$ cat config.mk
export PLATFORM = sky130hd
export DESIGN_NAME = lcd_ctrl
export DESIGN_NICKNAME = d
export VERILOG_FILES = /design/src/common/lcd_pkg.sv /design/src/design/lcd_sync.sv /design/src/design/lcd_ctrl.sv
export VERILOG_INCLUDE_DIRS = /design/src /design/src/common
export SDC_FILE = /design/constraint.sdc
export NUM_CORES = 1
export LEC_CHECK = 0
export BUFFER_PORTS_ARGS = -buffer_cell sky130_fd_sc_hd__buf_2
export CAP_MARGIN = 10
export CORE_ASPECT_RATIO = 1.2
export CORE_MARGIN = 2
export CORE_UTILIZATION = 55
export DETAILED_ROUTE_END_ITERATION = 10
export PLACE_DENSITY_LB_ADDON = 0.2
export SYNTH_ARGS = -nofsm -noshare
export SYNTH_HDL_FRONTEND = slang
export SYNTH_SLANG_ARGS = --single-unit
export TNS_END_PERCENT = 1
$ cat constraint.sdc
create_clock -name CORE_CLK -period 2.4 [get_ports CORE_CLK]
set_input_delay 0.36 -clock CORE_CLK [delete_from_list [all_inputs] [get_ports CORE_CLK]]
set_output_delay 0.36 -clock CORE_CLK [all_outputs]
set_load 0.005 [all_outputs]
$ cat src/common/lcd_cfg.svh
// Timing counts and code limits for the LED current step controller.
// Assumes a 25 MHz core clock; included by the package users.
`ifndef LCD_CFG_SVH
`define LCD_CFG_SVH
`define LCD_CLK_HZ          25000000
`define LCD_CODE_W          5
`define LCD_CODE_MAX        5'h1f
`define LCD_CODE_HI         5'h08
`define LCD_SLEEP_US        100
`define LCD_SLEEP_CYC       ((`LCD_SLEEP_US * (`LCD_CLK_HZ / 1000000)) + 1)
`define LCD_SETTLE_US       50
`define LCD_SETTLE_CYC      (`LCD_SETTLE_US * (`LCD_CLK_HZ / 1000000))
`define LCD_TIMEOUT_S       4
`define LCD_TIMEOUT_CYC     (`LCD_TIMEOUT_S * `LCD_CLK_HZ)
`define LCD_POR_MS          20
`define LCD_POR_CYC         (`LCD_POR_MS * (`LCD_CLK_HZ / 1000))
`endif

$ cat src/common/lcd_pkg.sv
// Types for the LED current step controller.
// Assumes lcd_cfg.svh supplies all numeric constants.
package lcd_pkg;
    typedef enum logic [1:0] {
        LCD_POR,
        LCD_OFF,
        LCD_ON,
        LCD_SLEEP
    } lcd_state_t;
endpackage

$ cat src/design/lcd_sync.sv
// Two flip-flop synchroniser for one asynchronous pin.
// Assumes a single clock with synchronous active-high reset.
`timescale 1ns/100ps
module lcd_sync (
    input  wire logic clk,
    input  wire logic rst,
    input  wire logic d,
    output logic      q
);
    logic meta_r;

    always_ff @(posedge clk) begin
        if (rst) begin
            meta_r <= 1'b0;
            q      <= 1'b0;
        end else begin
            meta_r <= d;
            q      <= meta_r;
        end
    end
endmodule

$ cat src/design/lcd_ctrl.sv
// Step-programmed LED current code, sleep, timeout and thermal gating.
// Assumes EN and CTRL are asynchronous pins; thermal trip is a level.
`timescale 1ns/100ps
`include "lcd_cfg.svh"

// Behaviour
// Enable high drives; low disables, clears code
// Each step rising edge adds one unit
// Code is unsigned five bits, zero initially
// At 31 further edges are ignored
// Step low past 100us enters sleep
// Host cycles enable to lower current
// Code above 8 on 4s forces sleep
// Enable cycling restarts the timeout
// Edges in sleep wake and add steps
// Host keeps step rate at most 4MHz
// Output settles within 50us of last step
// Either step level at power-up, rising only
// Thermal trip gates output, keeps code
// Power-on reset clears code and timeout
// Step activity ignored during power-on reset
// Host always drives both inputs
// Power-on reset lasts at most 20ms
// Low-time counter restarts falling, clears rising
module lcd_ctrl
    import lcd_pkg::*;
#(
    parameter int TIMEOUT_CYC = `LCD_TIMEOUT_CYC,
    parameter int POR_CYC     = `LCD_POR_CYC,
    parameter int SLEEP_CYC   = `LCD_SLEEP_CYC
) (
    input  wire logic       CORE_CLK,
    input  wire logic       SYS_RST,
    input  wire logic       DRV_EN,
    input  wire logic       STEP_IN,
    input  wire logic       THERM_TRIP,
    output logic [4:0]      CUR_CODE,
    output logic            DRV_ON,
    output logic            SLEEP,
    output logic            SETTLED,
    output logic            POR_BUSY
);
    localparam int SETTLE_CYC = `LCD_SETTLE_CYC;

    if (TIMEOUT_CYC < 2 || POR_CYC < 1 || SLEEP_CYC < 2) begin : g_bad_cnt
        $error("lcd_ctrl: count parameters too small");
    end

    logic             en_s;
    logic             step_s;
    logic             therm_s;
    logic             step_d_r;
    logic             en_d_r;
    lcd_state_t       state_r;
    lcd_state_t       state_nxt;
    logic [4:0]       code_r;
    logic [31:0]      por_cnt_r;
    logic [31:0]      low_cnt_r;
    logic [31:0]      to_cnt_r;
    logic [31:0]      set_cnt_r;
    logic             armed_r;

    lcd_sync u_en (
        .clk (CORE_CLK),
        .rst (SYS_RST),
        .d   (DRV_EN),
        .q   (en_s)
    );
    lcd_sync u_step (
        .clk (CORE_CLK),
        .rst (SYS_RST),
        .d   (STEP_IN),
        .q   (step_s)
    );
    lcd_sync u_therm (
        .clk (CORE_CLK),
        .rst (SYS_RST),
        .d   (THERM_TRIP),
        .q   (therm_s)
    );

    wire in_por    = (state_r == LCD_POR);
    wire step_rise = step_s & ~step_d_r & ~in_por;
    wire step_fall = ~step_s & step_d_r;
    wire en_rise   = en_s & ~en_d_r;
    wire code_full = (code_r == `LCD_CODE_MAX);
    wire code_hi   = (code_r > `LCD_CODE_HI);
    wire low_done  = armed_r && (low_cnt_r == 32'(SLEEP_CYC - 1));
    wire to_done   = (state_r == LCD_ON) && code_hi
                     && (to_cnt_r == 32'(TIMEOUT_CYC - 1));
    wire por_done  = (por_cnt_r == 32'(POR_CYC - 1));
    wire do_inc    = step_rise && en_s && !code_full;
    wire drive_nxt = (state_nxt == LCD_ON) && !therm_s;

    always_comb begin
        state_nxt = state_r;
        case (state_r)
            LCD_POR: begin
                if (por_done)
                    state_nxt = en_s ? LCD_ON : LCD_OFF;
            end
            LCD_OFF: begin
                if (en_s)
                    state_nxt = LCD_ON;
            end
            LCD_ON: begin
                if (!en_s)
                    state_nxt = LCD_OFF;
                else if (low_done || to_done)
                    state_nxt = LCD_SLEEP;
            end
            LCD_SLEEP: begin
                if (!en_s)
                    state_nxt = LCD_OFF;
                else if (step_rise)
                    state_nxt = LCD_ON;
            end
            default: state_nxt = LCD_POR;
        endcase
    end

    always_ff @(posedge CORE_CLK) begin
        if (SYS_RST) begin
            state_r  <= LCD_POR;
            step_d_r <= 1'b0;
            en_d_r   <= 1'b0;
        end else begin
            state_r  <= state_nxt;
            step_d_r <= step_s;
            en_d_r   <= en_s;
        end
    end

    always_ff @(posedge CORE_CLK) begin
        if (SYS_RST)
            por_cnt_r <= 32'h0;
        else if (in_por && !por_done)
            por_cnt_r <= por_cnt_r + 32'h1;
    end

    // Code counter, cleared by enable low and during power-on
    always_ff @(posedge CORE_CLK) begin
        if (SYS_RST || in_por || !en_s)
            code_r <= 5'h00;
        else if (do_inc)
            code_r <= code_r + 5'h01;
    end

    // Low-time counter restarts at falling edge, clears at rising
    always_ff @(posedge CORE_CLK) begin
        if (SYS_RST || step_rise) begin
            low_cnt_r <= 32'h0;
            armed_r   <= 1'b0;
        end else if (step_fall && !in_por) begin
            low_cnt_r <= 32'h0;
            armed_r   <= 1'b1;
        end else if (armed_r && !low_done) begin
            low_cnt_r <= low_cnt_r + 32'h1;
        end else if (low_done) begin
            armed_r   <= 1'b0;
        end
    end

    // Timeout runs only in the on state above the high-current code
    always_ff @(posedge CORE_CLK) begin
        if (SYS_RST || in_por || !en_s || en_rise)
            to_cnt_r <= 32'h0;
        else if (state_r == LCD_ON && code_hi && !to_done)
            to_cnt_r <= to_cnt_r + 32'h1;
        else if (state_r != LCD_ON)
            to_cnt_r <= 32'h0;
    end

    always_ff @(posedge CORE_CLK) begin
        if (SYS_RST || step_rise)
            set_cnt_r <= 32'h0;
        else if (set_cnt_r != 32'(SETTLE_CYC))
            set_cnt_r <= set_cnt_r + 32'h1;
    end

    always_ff @(posedge CORE_CLK) begin
        if (SYS_RST) begin
            CUR_CODE <= 5'h00;
            DRV_ON   <= 1'b0;
            SLEEP    <= 1'b0;
            SETTLED  <= 1'b0;
            POR_BUSY <= 1'b1;
        end else begin
            CUR_CODE <= code_r;
            DRV_ON   <= drive_nxt;
            SLEEP    <= (state_nxt == LCD_SLEEP);
            SETTLED  <= (set_cnt_r == 32'(SETTLE_CYC));
            POR_BUSY <= (state_nxt == LCD_POR);
        end
    end

    property p_code_clear;
        @(posedge CORE_CLK) disable iff (SYS_RST)
        !en_s |=> code_r == 5'h00;
    endproperty
    a_code_clear: assert property (p_code_clear)
        else $error("code not cleared while disabled");

    property p_step_inc;
        @(posedge CORE_CLK) disable iff (SYS_RST)
        (step_rise && en_s && !code_full && !in_por && $past(en_s))
        |=> code_r == $past(code_r) + 5'h01;
    endproperty
    a_step_inc: assert property (p_step_inc)
        else $error("step edge did not add one");

    property p_saturate;
        @(posedge CORE_CLK) disable iff (SYS_RST)
        (code_full && en_s) |=> (code_r == `LCD_CODE_MAX) || !$past(en_s);
    endproperty
    a_saturate: assert property (p_saturate)
        else $error("code left full scale");

    property p_no_inc_idle;
        @(posedge CORE_CLK) disable iff (SYS_RST)
        (!step_rise && en_s && !in_por) |=> code_r == $past(code_r);
    endproperty
    a_no_inc_idle: assert property (p_no_inc_idle)
        else $error("code moved without rising edge");

    property p_por_ignore;
        @(posedge CORE_CLK) disable iff (SYS_RST)
        in_por |=> code_r == 5'h00 && CUR_CODE == 5'h00;
    endproperty
    a_por_ignore: assert property (p_por_ignore)
        else $error("code changed during power-on reset");

    property p_therm_gate;
        @(posedge CORE_CLK) disable iff (SYS_RST)
        therm_s |=> !DRV_ON;
    endproperty
    a_therm_gate: assert property (p_therm_gate)
        else $error("driver on during thermal trip");

    property p_sleep_entry;
        @(posedge CORE_CLK) disable iff (SYS_RST)
        (state_r == LCD_ON && en_s && low_done) |=> state_r == LCD_SLEEP;
    endproperty
    a_sleep_entry: assert property (p_sleep_entry)
        else $error("no sleep after long step low");

    property p_timeout;
        @(posedge CORE_CLK) disable iff (SYS_RST)
        (to_done && en_s) |=> state_r == LCD_SLEEP && !DRV_ON;
    endproperty
    a_timeout: assert property (p_timeout)
        else $error("timeout did not force sleep");

    property p_wake;
        @(posedge CORE_CLK) disable iff (SYS_RST)
        (state_r == LCD_SLEEP && en_s && step_rise) |=> state_r == LCD_ON;
    endproperty
    a_wake: assert property (p_wake)
        else $error("step edge did not wake from sleep");

    property p_restart;
        @(posedge CORE_CLK) disable iff (SYS_RST)
        en_rise |=> to_cnt_r == 32'h0;
    endproperty
    a_restart: assert property (p_restart)
        else $error("enable cycle did not restart timeout");

    property p_por_len;
        @(posedge CORE_CLK) disable iff (SYS_RST)
        por_done && in_por |=> !in_por;
    endproperty
    a_por_len: assert property (p_por_len)
        else $error("power-on reset overran");

    property p_low_clear;
        @(posedge CORE_CLK) disable iff (SYS_RST)
        step_rise |=> low_cnt_r == 32'h0 && !armed_r;
    endproperty
    a_low_clear: assert property (p_low_clear)
        else $error("low counter not cleared on rising edge");
endmodule

==> qor.csv, run 1 <==
stage,metric,value,unit
worst_setup_path,worstSetupEndpointType,register,
cts,clock-sinks,153,
hold_path,holdPathEnd,u_step.meta_r$_SDFF_PP0_,
cts,h-tree-depth,4,
pwr,switching_share,21.6,%
timing,relSlewSlack,60.0,%
pwr,net-switching-power,1.14,mW
synthesis,synth_warnings,0,
cts,clk_pin_slew,0.06,ns
global_route,grt_pass1_vias,5900,
synthesis,ys_ff_latch,153,
flow_run,cap_violations,0,
routing,wl_per_cell,14.9,µm
routing,vias,6329,
hold_path,min_path_type,in2reg,
worst_setup_path,cp.required,2.76,ns
routing,wirelength,15800,µm
die,start_util,55.6,%
global_route,antenna_found_initial,1,
run_status,status,"complete, no violations",
die,dieArea,0.0141,mm²
worst_setup_path,reg2reg_to,low_cnt_r[27]$_SDFFE_PP0P_,
global_route,overflow,0,
worst_setup_path,crit_fanout,11,
placed_design,dp_hpwl,10800,µm
placed_design,io_buffer_count,13,
timing,rsz0062_at_grt,no,
placed_design,place_congestion,0.866,
timing,period_share,92.7,%
hold_path,hold_start,STEP_IN,
worst_setup_path,crit_buf_inv,0,
finish,final_common_cell,dfxtp_1,
pwr,p_leak,2.74,nW
routing,drc,0,
worst_setup_path,cp_num_cells,5,
synthesis,yosysSeqAreaShare,42.2,%
routing,vias_per_cell,5.95,
worst_setup_path,cp_slowest_cell,or4_1,
synthesis,synth_ff_type,dfxtp_1,
worst_setup_path,worstSetupPathType,reg2reg,
synthesis,syn_area,0.00726,mm²
pwr,pwr-share-clk,50.2,%
die,io-pin-count,14,
routing,first_pass_iters,7,
finish,final_nets,896,
timing,setup_violations,0,
finish,area_growth,13.0,%
worst_setup_path,r2r_slack,0.17,ns
pwr,p_int,4.17,mW
pwr,pwr_density_cell,647,mW/mm²
worst_setup_path,crit_path_start,low_cnt_r[3]$_SDFFE_PP0P_,
worst_setup_path,critPathLaunchType,register,
timing,finalHoldViolCount,0,
finish,final_layout_size_suffix_gt1_share,11.1,%
worst_setup_path,max_stage_delay,0.51,ns
worst_setup_path,crit_chain,"nand4_2, or3_1, or3_4, or4_1, a21oi_1",
timing,max_slew.worst_pin.slew,0.597,ns
worst_setup_path,arrival,2.58,ns
synthesis,syn-num-nets,874,
global_route,grt_pass1_wl,26900,µm
synthesis,synth_area_per_cell,8.44,µm²
synthesis,syn_inst,860,
timing,fin_crit,2.23,ns
finish,mostFrequentLayoutCells,"dfxtp_1 (153), nor2_1 (92), nand2_1 (69)",
cts,clk_latency,0.43,ns
synthesis,synthDistinctLibCells,50,
pwr,vdd_ir_drop_max,477,µV
timing,fin_skew,0.00980,ns
routing,drtAntennaViolNets,0,
cts,cts_hold_buffers,0,
global_route,grt_max_degree,36,
worst_setup_path,r2r-start,low_cnt_r[3]$_SDFFE_PP0P_,
pwr,power,5.31,mW
cts,clock_path_buffers,2,
hold_path,hold_depth,2,
timing,report.final.slew_viol_count,0,
synthesis,synth_edf_count,0,
cts,clockRootBuffer,clkbuf_16,
die,core-area,0.0131,mm²
cts,cts_tree,done,
synthesis,async_flop_share,0,%
routing,drt_first_iter_violations,435,
die,die_h,130,µm
pwr,p_comb_share,1.4,%
worst_setup_path,crit_family,simple AND/OR/NAND/NOR gates,
timing,fin_tns_setup,0,ns
worst_setup_path,reg2reg_depth,5,
global_route,track_usage,23.4,%
die,die_w,109,µm
cts,cts_buffers,17,
die,rows,46,
timing,fmax,449,MHz
pwr,seq_power_share,48.3,%
timing repair:
action | 4_1_cts | 5_1_grt
resized for setup | 0 | 2
setup buffers | 0 | 0
endpoints found under the setup margin | 0 | 3
power groups by stage:
stage	clock network (mW)	logic (mW)	registers, mW
CTS	2.72	0.0765	2.57
global route	2.83	0.0841	2.57
finish	2.67	0.0756	2.57
floorplan	0	0.0536	2.62
detailed placement	0	0.0758	2.62
global placement	0	0.0739	2.62
sequential cells by signal, summed over array words and instances, names as in the netlist, 2 cells and up:
signal and flops:
to_cnt_r 32, low_cnt_r 32, CUR_CODE 5, set_cnt_r 32, state_r 2, por_cnt_r 32
code_r 5
worst register-to-register path, delay by kind of cell, from the launching register on:
kind,cells,cell delay [ns]
DFF,1,0.43
AOI/OAI and AO/OA,1,0.17
and+or+nand+nor,4,1.54
cells by family after synthesis:
family	after synthesis	share of synthesized area, %
adders and majority gates	9	1.55
muxes	16	2.27
and+or+nand+nor	443	33.5
xor gates and xnor gates	62	7.48
buffers and inverters	60	3.24
DFF	153	42.2
AOI/OAI and AO/OA	117	9.73
routing by layer:
| metal | global-route usage, % | share of wire (%) | up-vias |
|---|---|---|---|
| met5 | 0 | 0 | - |
| met2 | 38.9 | 49 | 130 |
| met1 | 29.0 | 46 | 2995 |
| met4 | 11.4 | 1.8 | 0 |
| met3 | 4.55 | 3.6 | 26 |
| li1 | - | - | 3178 |
synthesized netlist by cell type (all sizes together) (3+ instances only):
| master | number | area share (%) |
|---|---|---|
| o211ai | 14 | 1.4 |
| nor2b | 14 | 1.2 |
| ha | 9 | 1.6 |
| nor4 | 36 | 3.2 |
| nand3 | 41 | 2.8 |
| inv | 23 | 1.2 |
| nand2b | 5 | 0.43 |
| clkbuf | 32 | 1.7 |
| xnor2 | 34 | 4.1 |
| or4 | 23 | 2.4 |
| nand3b | 3 | 0.31 |
| nand4 | 42 | 3.8 |
| or3 | 31 | 2.8 |
| nor3b | 3 | 0.31 |
| and4 | 15 | 1.8 |
| a21oi | 44 | 3.0 |
| nor2 | 92 | 4.8 |
| o21ai | 29 | 2.0 |
| dfxtp | 153 | 42 |
| and3 | 18 | 1.6 |
| and2 | 7 | 0.60 |
| xor2 | 28 | 3.4 |
| or2 | 12 | 1.0 |
| o31ai | 15 | 1.6 |
| nand2 | 69 | 3.6 |
| mux2 | 4 | 0.62 |
| nor3 | 18 | 1.2 |
| buf | 5 | 0.40 |
| mux2i | 12 | 1.7 |
| nor4b | 9 | 1.1 |
| o2111ai | 5 | 0.60 |
worst max-delay path by stage:
| stage | endpoint | slack (ns) |
|---|---|---|
| after floorplan | low_cnt_r[27]$_SDFFE_PP0P_ | 0.30 |
| after global placement | low_cnt_r[25]$_SDFFE_PP0P_ | 0.29 |
| after detailed placement | low_cnt_r[25]$_SDFFE_PP0P_ | 0.23 |
| after CTS | low_cnt_r[27]$_SDFFE_PP0P_ | 0.18 |
| after global routing | low_cnt_r[15]$_SDFFE_PP0P_ | 0.002 |
| final | low_cnt_r[27]$_SDFFE_PP0P_ | 0.17 |
stage by stage:
step / hold slack, ns / std cells / util [%] / cell area [µm²] / setup slack (ns)
after detailed placement: 0.412 / 1031 / 58.2 / 7600 / 0.227
final: 0.169 / 1064 / 62.8 / 8210 / 0.174
after global placement: 0.408 / 1031 / 58.2 / 7600 / 0.295
after CTS: 0.150 / 1063 / 62.8 / 8200 / 0.175
after global routing: 0.170 / 1064 / 62.8 / 8210 / 0.00159
after floorplan: 0.375 / 860 / - / 7260 / 0.297
cell type report:
| class | instances | area (µm²) |
|---|---|---|
| fillers | 1078 | 4860 |
| multi-input cells | 647 | 3980 |
| flip-flops and latches | 153 | 3060 |
| clock buffers | 19 | 453 |
| repair buffers | 40 | 268 |
| well taps | 168 | 210 |
| clock inverters | 13 | 146 |
| inverters | 23 | 86.3 |
| diodes | 1 | 2.50 |
No activity file was read; power rests on OpenSTA's default activity.
==> run 2, diff against run 1 <==
==> constraint.sdc (replaced) <==
create_clock -name CORE_CLK -period 2.7 [get_ports CORE_CLK]
set_input_delay 0.405 -clock CORE_CLK [delete_from_list [all_inputs] [get_ports CORE_CLK]]
set_output_delay 0.405 -clock CORE_CLK [all_outputs]
set_load 0.005 [all_outputs]
==> run 2 against run 1 <==
Effect of this change:
- via count decreased by 0.21%
- power decreased by 9.8%
- setup slack improved by 0.084 ns
- flip-flop and latch count unchanged
- sequential power decreased by 11%
- largest power group unchanged
- largest cell class unchanged
- clock power decreased by 8.6%
- worst hold slack improved by 0.023 ns
- first-iteration DRC count decreased by 20%
- non-clock buffer count decreased by 9
- wire length increased by 0.79%
- utilization decreased by 0.52 points
- clock skew decreased by 0.0032 ns
==> qor.csv, run 2 (same netlist as run 1, synthesis figures left out) <==
stage,metric,value,unit
run_status,status,"complete, no violations",
timing,finalHoldViolCount,0,
finish,final_nets,887,
cts,post_cts_buffers,0,
die,core-area,0.0131,mm²
flow_run,cap_violations,0,
placed_design,place_congestion,0.864,
timing,setup_violations,0,
pwr,p_leak,2.72,nW
timing,report.final.slew_viol_count,0,
global_route,track_usage,24.0,%
timing,fin_tns_setup,0,ns
cts,cts_buffers,17,
cts,cts_tree,done,
finish,n_antenna_cell,0,
timing,fin_crit,2.44,ns
worst_setup_path,max_stage_delay,0.46,ns
timing,max_slew.worst_pin.slew,0.911,ns
routing,drtAntennaViolNets,0,
timing,rsz0062_at_grt,no,
placed_design,dp_hpwl,10800,µm
placed_design,pre_cts_slack,0.370,ns
worst_setup_path,critPathLaunchType,register,
worst_setup_path,crit_fanout,15,
finish,final_layout_size_suffix_gt1_share,9.93,%
routing,vias,6316,
worst_setup_path,cp_slowest_cell,nand4_1,
worst_setup_path,cp_num_cells,8,
routing,vias_per_cell,5.99,
die,dieArea,0.0141,mm²
timing,fin_skew,0.00658,ns
die,io-pin-count,14,
die,die_w,109,µm
routing,drt_first_iter_violations,346,
worst_setup_path,crit_buf_inv,2,
worst_setup_path,cp.required,2.99,ns
worst_setup_path,worstSetupEndpointType,register,
worst_setup_path,r2r_slack,0.26,ns
routing,wirelength,15900,µm
timing,relSlewSlack,38.7,%
global_route,antenna_found_initial,0,
cts,clk_pin_slew,0.06,ns
die,die_h,130,µm
routing,first_pass_iters,6,
finish,final_common_cell,dfxtp_1,
cts,cts_hold_buffers,0,
cts,clock-sinks,153,
worst_setup_path,crit_end,low_cnt_r[13]$_SDFFE_PP0P_,
global_route,overflow,0,
cts,clk_latency,0.43,ns
worst_setup_path,r2r-start,low_cnt_r[0]$_SDFFE_PP0P_,
cts,clock_path_buffers,2,
finish,area_growth,12.1,%
routing,wl_per_cell,15.1,µm
global_route,grt_max_degree,52,
pwr,pwr_density_cell,589,mW/mm²
worst_setup_path,arrival,2.73,ns
worst_setup_path,crit_family,simple AND/OR/NAND/NOR gates,
timing,fmax,410,MHz
worst_setup_path,crit_path_start,low_cnt_r[0]$_SDFFE_PP0P_,
global_route,grt_pass1_vias,5987,
placed_design,io_buffer_count,13,
global_route,grt_pass1_wl,27300,µm
cts,clockRootBuffer,clkbuf_16,
worst_setup_path,reg2reg_depth,8,
worst_setup_path,worstSetupPathType,reg2reg,
die,start_util,55.6,%
routing,drc,0,
timing,period_share,90.4,%
worst_setup_path,crit_chain,"inv_1, ha_1, nor4b_1, nand4_1, o21ai_0, buf_4, or3_2, a21oi_1",
pwr,vdd_ir_drop_max,420,µV
hold_path,min_path_type,in2reg,
timing,layout_setup_ws,0.258,ns
finish,fill_cells,1122,
die,rows,46,
worst_setup_path,reg2reg_to,low_cnt_r[13]$_SDFFE_PP0P_,
cts,h-tree-depth,4,
cts,cts_resized,0,
finish,mostFrequentLayoutCells,"dfxtp_1 (153), nor2_1 (92), nand2_1 (69)",
-- run 2: worst reg2reg max path, delay by kind of cell (launching register included) --
kind                       cells  cell delay (ns)
and+or+nand+nor                3             0.99
buffers and inverters          2             0.36
adders and majority gates      1             0.17
DFF                            1             0.31
AOI/OAI and AO/OA              2             0.47
-- run 2: layout make-up --
cell class                 instances  area (µm²)  share of cell area [%]
clock buffer                      20         457                    5.61
sequential                       153        3060                    37.6
clock inverter                    12         149                    1.83
multi-input combinational        647        3970                    48.8
timing repair buffer              31         200                    2.46
tap                              168         210                    2.58
inverter                          23        86.3                    1.06
-- run 2: routing by layer --
layer | up-vias | routed length, µm | global-route usage [%]
met1 | 3042 | 7200 | 29.2
met2 | 99 | 8030 | 41.0
met5 | - | 0 | 0
li1 | 3152 | - | -
met4 | 0 | 240 | 9.58
met3 | 23 | 460 | 5.14
-- run 2: worst min path at each step --
stage	from	end	slack, ns	cells after the start
final	STEP_IN	u_step.meta_r$_SDFF_PP0_	0.19	2
after global routing	STEP_IN	u_step.meta_r$_SDFF_PP0_	0.22	2
after CTS	STEP_IN	u_step.meta_r$_SDFF_PP0_	0.19	2
after detailed placement	u_therm.q$_SDFF_PP0_	DRV_ON$_SDFF_PP0_	0.40	1
after global placement	u_therm.q$_SDFF_PP0_	DRV_ON$_SDFF_PP0_	0.41	1
after floorplan	u_therm.q$_SDFF_PP0_	DRV_ON$_SDFF_PP0_	0.38	1
-- run 2: where the power goes --
part           total (mW)  internal, mW  switching, mW
logic              0.0651        0.0204         0.0447
registers            2.28          2.27         0.0124
clock network        2.44          1.50          0.948
-- run 2: metrics by stage --
stage               total power, mW  util (%)  cell area, µm²  instances  hold slack (ns)
global placement               2.40      57.7            7530       1022            0.412
global route                   4.94      62.3            8140       1054            0.217
CTS                            4.82      62.3            8140       1054            0.186
floorplan                      2.38         -            7260        860            0.375
finish                         4.79      62.3            8140       1054            0.192
detailed placement             2.40      57.7            7530       1022            0.403
==> run 3, diff against run 2 <==
--- a/config.mk
+++ b/config.mk
@@ -12,7 +12,7 @@
 export CORE_MARGIN = 2
 export CORE_UTILIZATION = 55
 export DETAILED_ROUTE_END_ITERATION = 10
-export PLACE_DENSITY_LB_ADDON = 0.2
+export PLACE_DENSITY = 0.68
 export SYNTH_ARGS = -nofsm -noshare
 export SYNTH_HDL_FRONTEND = slang
 export SYNTH_SLANG_ARGS = --single-unit
==> run 3 against run 2 <==
Effect of this change:
- register-to-register slack improved by 0.15 ns
- worst hold slack improved by 0.018 ns
- global-route usage decreased by 0.78 points
- combinational power decreased by 2%
- critical path type unchanged
- largest cell class unchanged
- largest power group is now registers
- utilization decreased by 0.22 points
- maximum frequency increased by 6.7%
- critical path depth decreased by 1
- critical endpoint is now low_cnt_r[1]$_SDFFE_PP0P_
- cell count increased by 0.19%
- wire length decreased by 1.9%
==> qor.csv, run 3 (same netlist as run 1, synthesis figures left out) <==
stage,metric,value,unit
timing,fmax,437,MHz
pwr,vdd_ir_drop_max,418,µV
worst_setup_path,worstSetupEndpointType,register,
worst_setup_path,critPathLaunchType,register,
die,rows,46,
timing,fin_skew,0.00717,ns
finish,final_nets,889,
cts,cts_hold_buffers,0,
global_route,overflow,0,
global_route,antenna_found_initial,0,
run_status,status,"complete, no violations",
finish,area_growth,11.7,%
cts,clk_pin_slew,0.06,ns
cts,clockRootBuffer,clkbuf_16,
timing,report.final.slew_viol_count,0,
global_route,grt_max_degree,52,
finish,final_layout_size_suffix_gt1_share,9.80,%
die,core-area,0.0131,mm²
timing,max_slew.worst_pin.slew,0.611,ns
routing,first_pass_iters,7,
worst_setup_path,worstSetupPathType,reg2reg,
global_route,grt_pass1_vias,5775,
pwr,p_leak,2.71,nW
placed_design,dp.cells,1024,
die,die_w,109,µm
worst_setup_path,arrival,2.58,ns
placed_design,io_buffer_count,13,
finish,final_common_cell,dfxtp_1,
routing,vias_per_cell,5.94,
global_route,grt_pass1_wl,26600,µm
timing,relSlewSlack,59.1,%
placed_design,place_congestion,0.833,
finish,finalInstanceArea,0.00811,mm²
cts,clock_path_buffers,2,
global_route,track_usage,23.2,%
worst_setup_path,crit_fanout,11,
finish,mostFrequentLayoutCells,"dfxtp_1 (153), nor2_1 (92), nand2_1 (69)",
cts,clk_latency,0.43,ns
die,dieArea,0.0141,mm²
cts,cts_tree,done,
timing,layout_setup_ws,0.411,ns
cts,cts_resized,0,
routing,drc,0,
timing,period_share,84.8,%
routing,vias,6276,
finish,instances_no_fill,1056,
worst_setup_path,cp.required,2.99,ns
routing,wirelength,15600,µm
routing,wl_per_cell,14.8,µm
timing,fin_crit,2.29,ns
timing,setup_violations,0,
timing,rsz0062_at_grt,no,
finish,n_antenna_cell,0,
die,io-pin-count,14,
hold_path,min_path_type,in2reg,
die,start_util,55.6,%
placed_design,dp_hpwl,10700,µm
cts,post_cts_buffers,0,
pwr,pwr_density_cell,569,mW/mm²
routing,drt_first_iter_violations,404,
placed_design,dpl_cell_area,0.00755,mm²
timing,fin_tns_setup,0,ns
flow_run,cap_violations,0,
placed_design,pre_cts_slack,0.465,ns
cts,cts_buffers,17,
cts,h-tree-depth,4,
die,die_h,130,µm
routing,drtAntennaViolNets,0,
cts,clock-sinks,153,
pwr,power,4.61,mW
timing,finalHoldViolCount,0,
run 3: metal layers:
metal,routed length (µm),share of wire [%],vias up,global-route usage (%)
li1,-,-,3163,-
met1,7180,46,2977,29.0
met2,7670,49,119,39.0
met3,552,3.5,17,4.80
met4,242,1.5,0,9.13
met5,0,0,-,0
run 3: critical path, cell delays in order, from the launching register on:
cell and delay, ns:
dfxtp_1 0.32, inv_1 0.10, ha_1 0.16, nor4b_1 0.28, nand4_1 0.44, o21ai_0 0.56
mux2i_1 0.24, nor2_1 0.05
run 3: layout make-up:
cell class | instances | area (µm²)
fillers | 1127 | 4960
inverters | 23 | 86.3
flip-flops and latches | 153 | 3060
well taps | 168 | 210
multi-input cells | 647 | 3970
clock inverters | 7 | 66.3
clock buffers | 25 | 495
repair buffers | 33 | 215
run 3: worst paths after layout:
check | start | endpoint | slack [ns] | depth (start not counted)
worst min register to register | u_therm.meta_r$_SDFF_PP0_ | u_therm.q$_SDFF_PP0_ | 0.43 | 1
worst max register to register | low_cnt_r[0]$_SDFFE_PP0P_ | low_cnt_r[1]$_SDFFE_PP0P_ | 0.41 | 7
worst min-delay path | THERM_TRIP | u_therm.meta_r$_SDFF_PP0_ | 0.21 | 2
worst max-delay path | low_cnt_r[0]$_SDFFE_PP0P_ | low_cnt_r[1]$_SDFFE_PP0P_ | 0.41 | 7
run 3: through the flow:
stage	hold slack, ns	util (%)
floorplan	0.375	-
CTS	0.196	62.1
detailed placement	0.423	57.8
global placement	0.420	57.8
finish	0.210	62.1
global route	0.202	62.1
run 3: power by group:
part           total (mW)  switching (mW)  internal (mW)
clock network        2.27           0.908           1.36
registers            2.28          0.0123           2.27
logic              0.0641          0.0438         0.0203
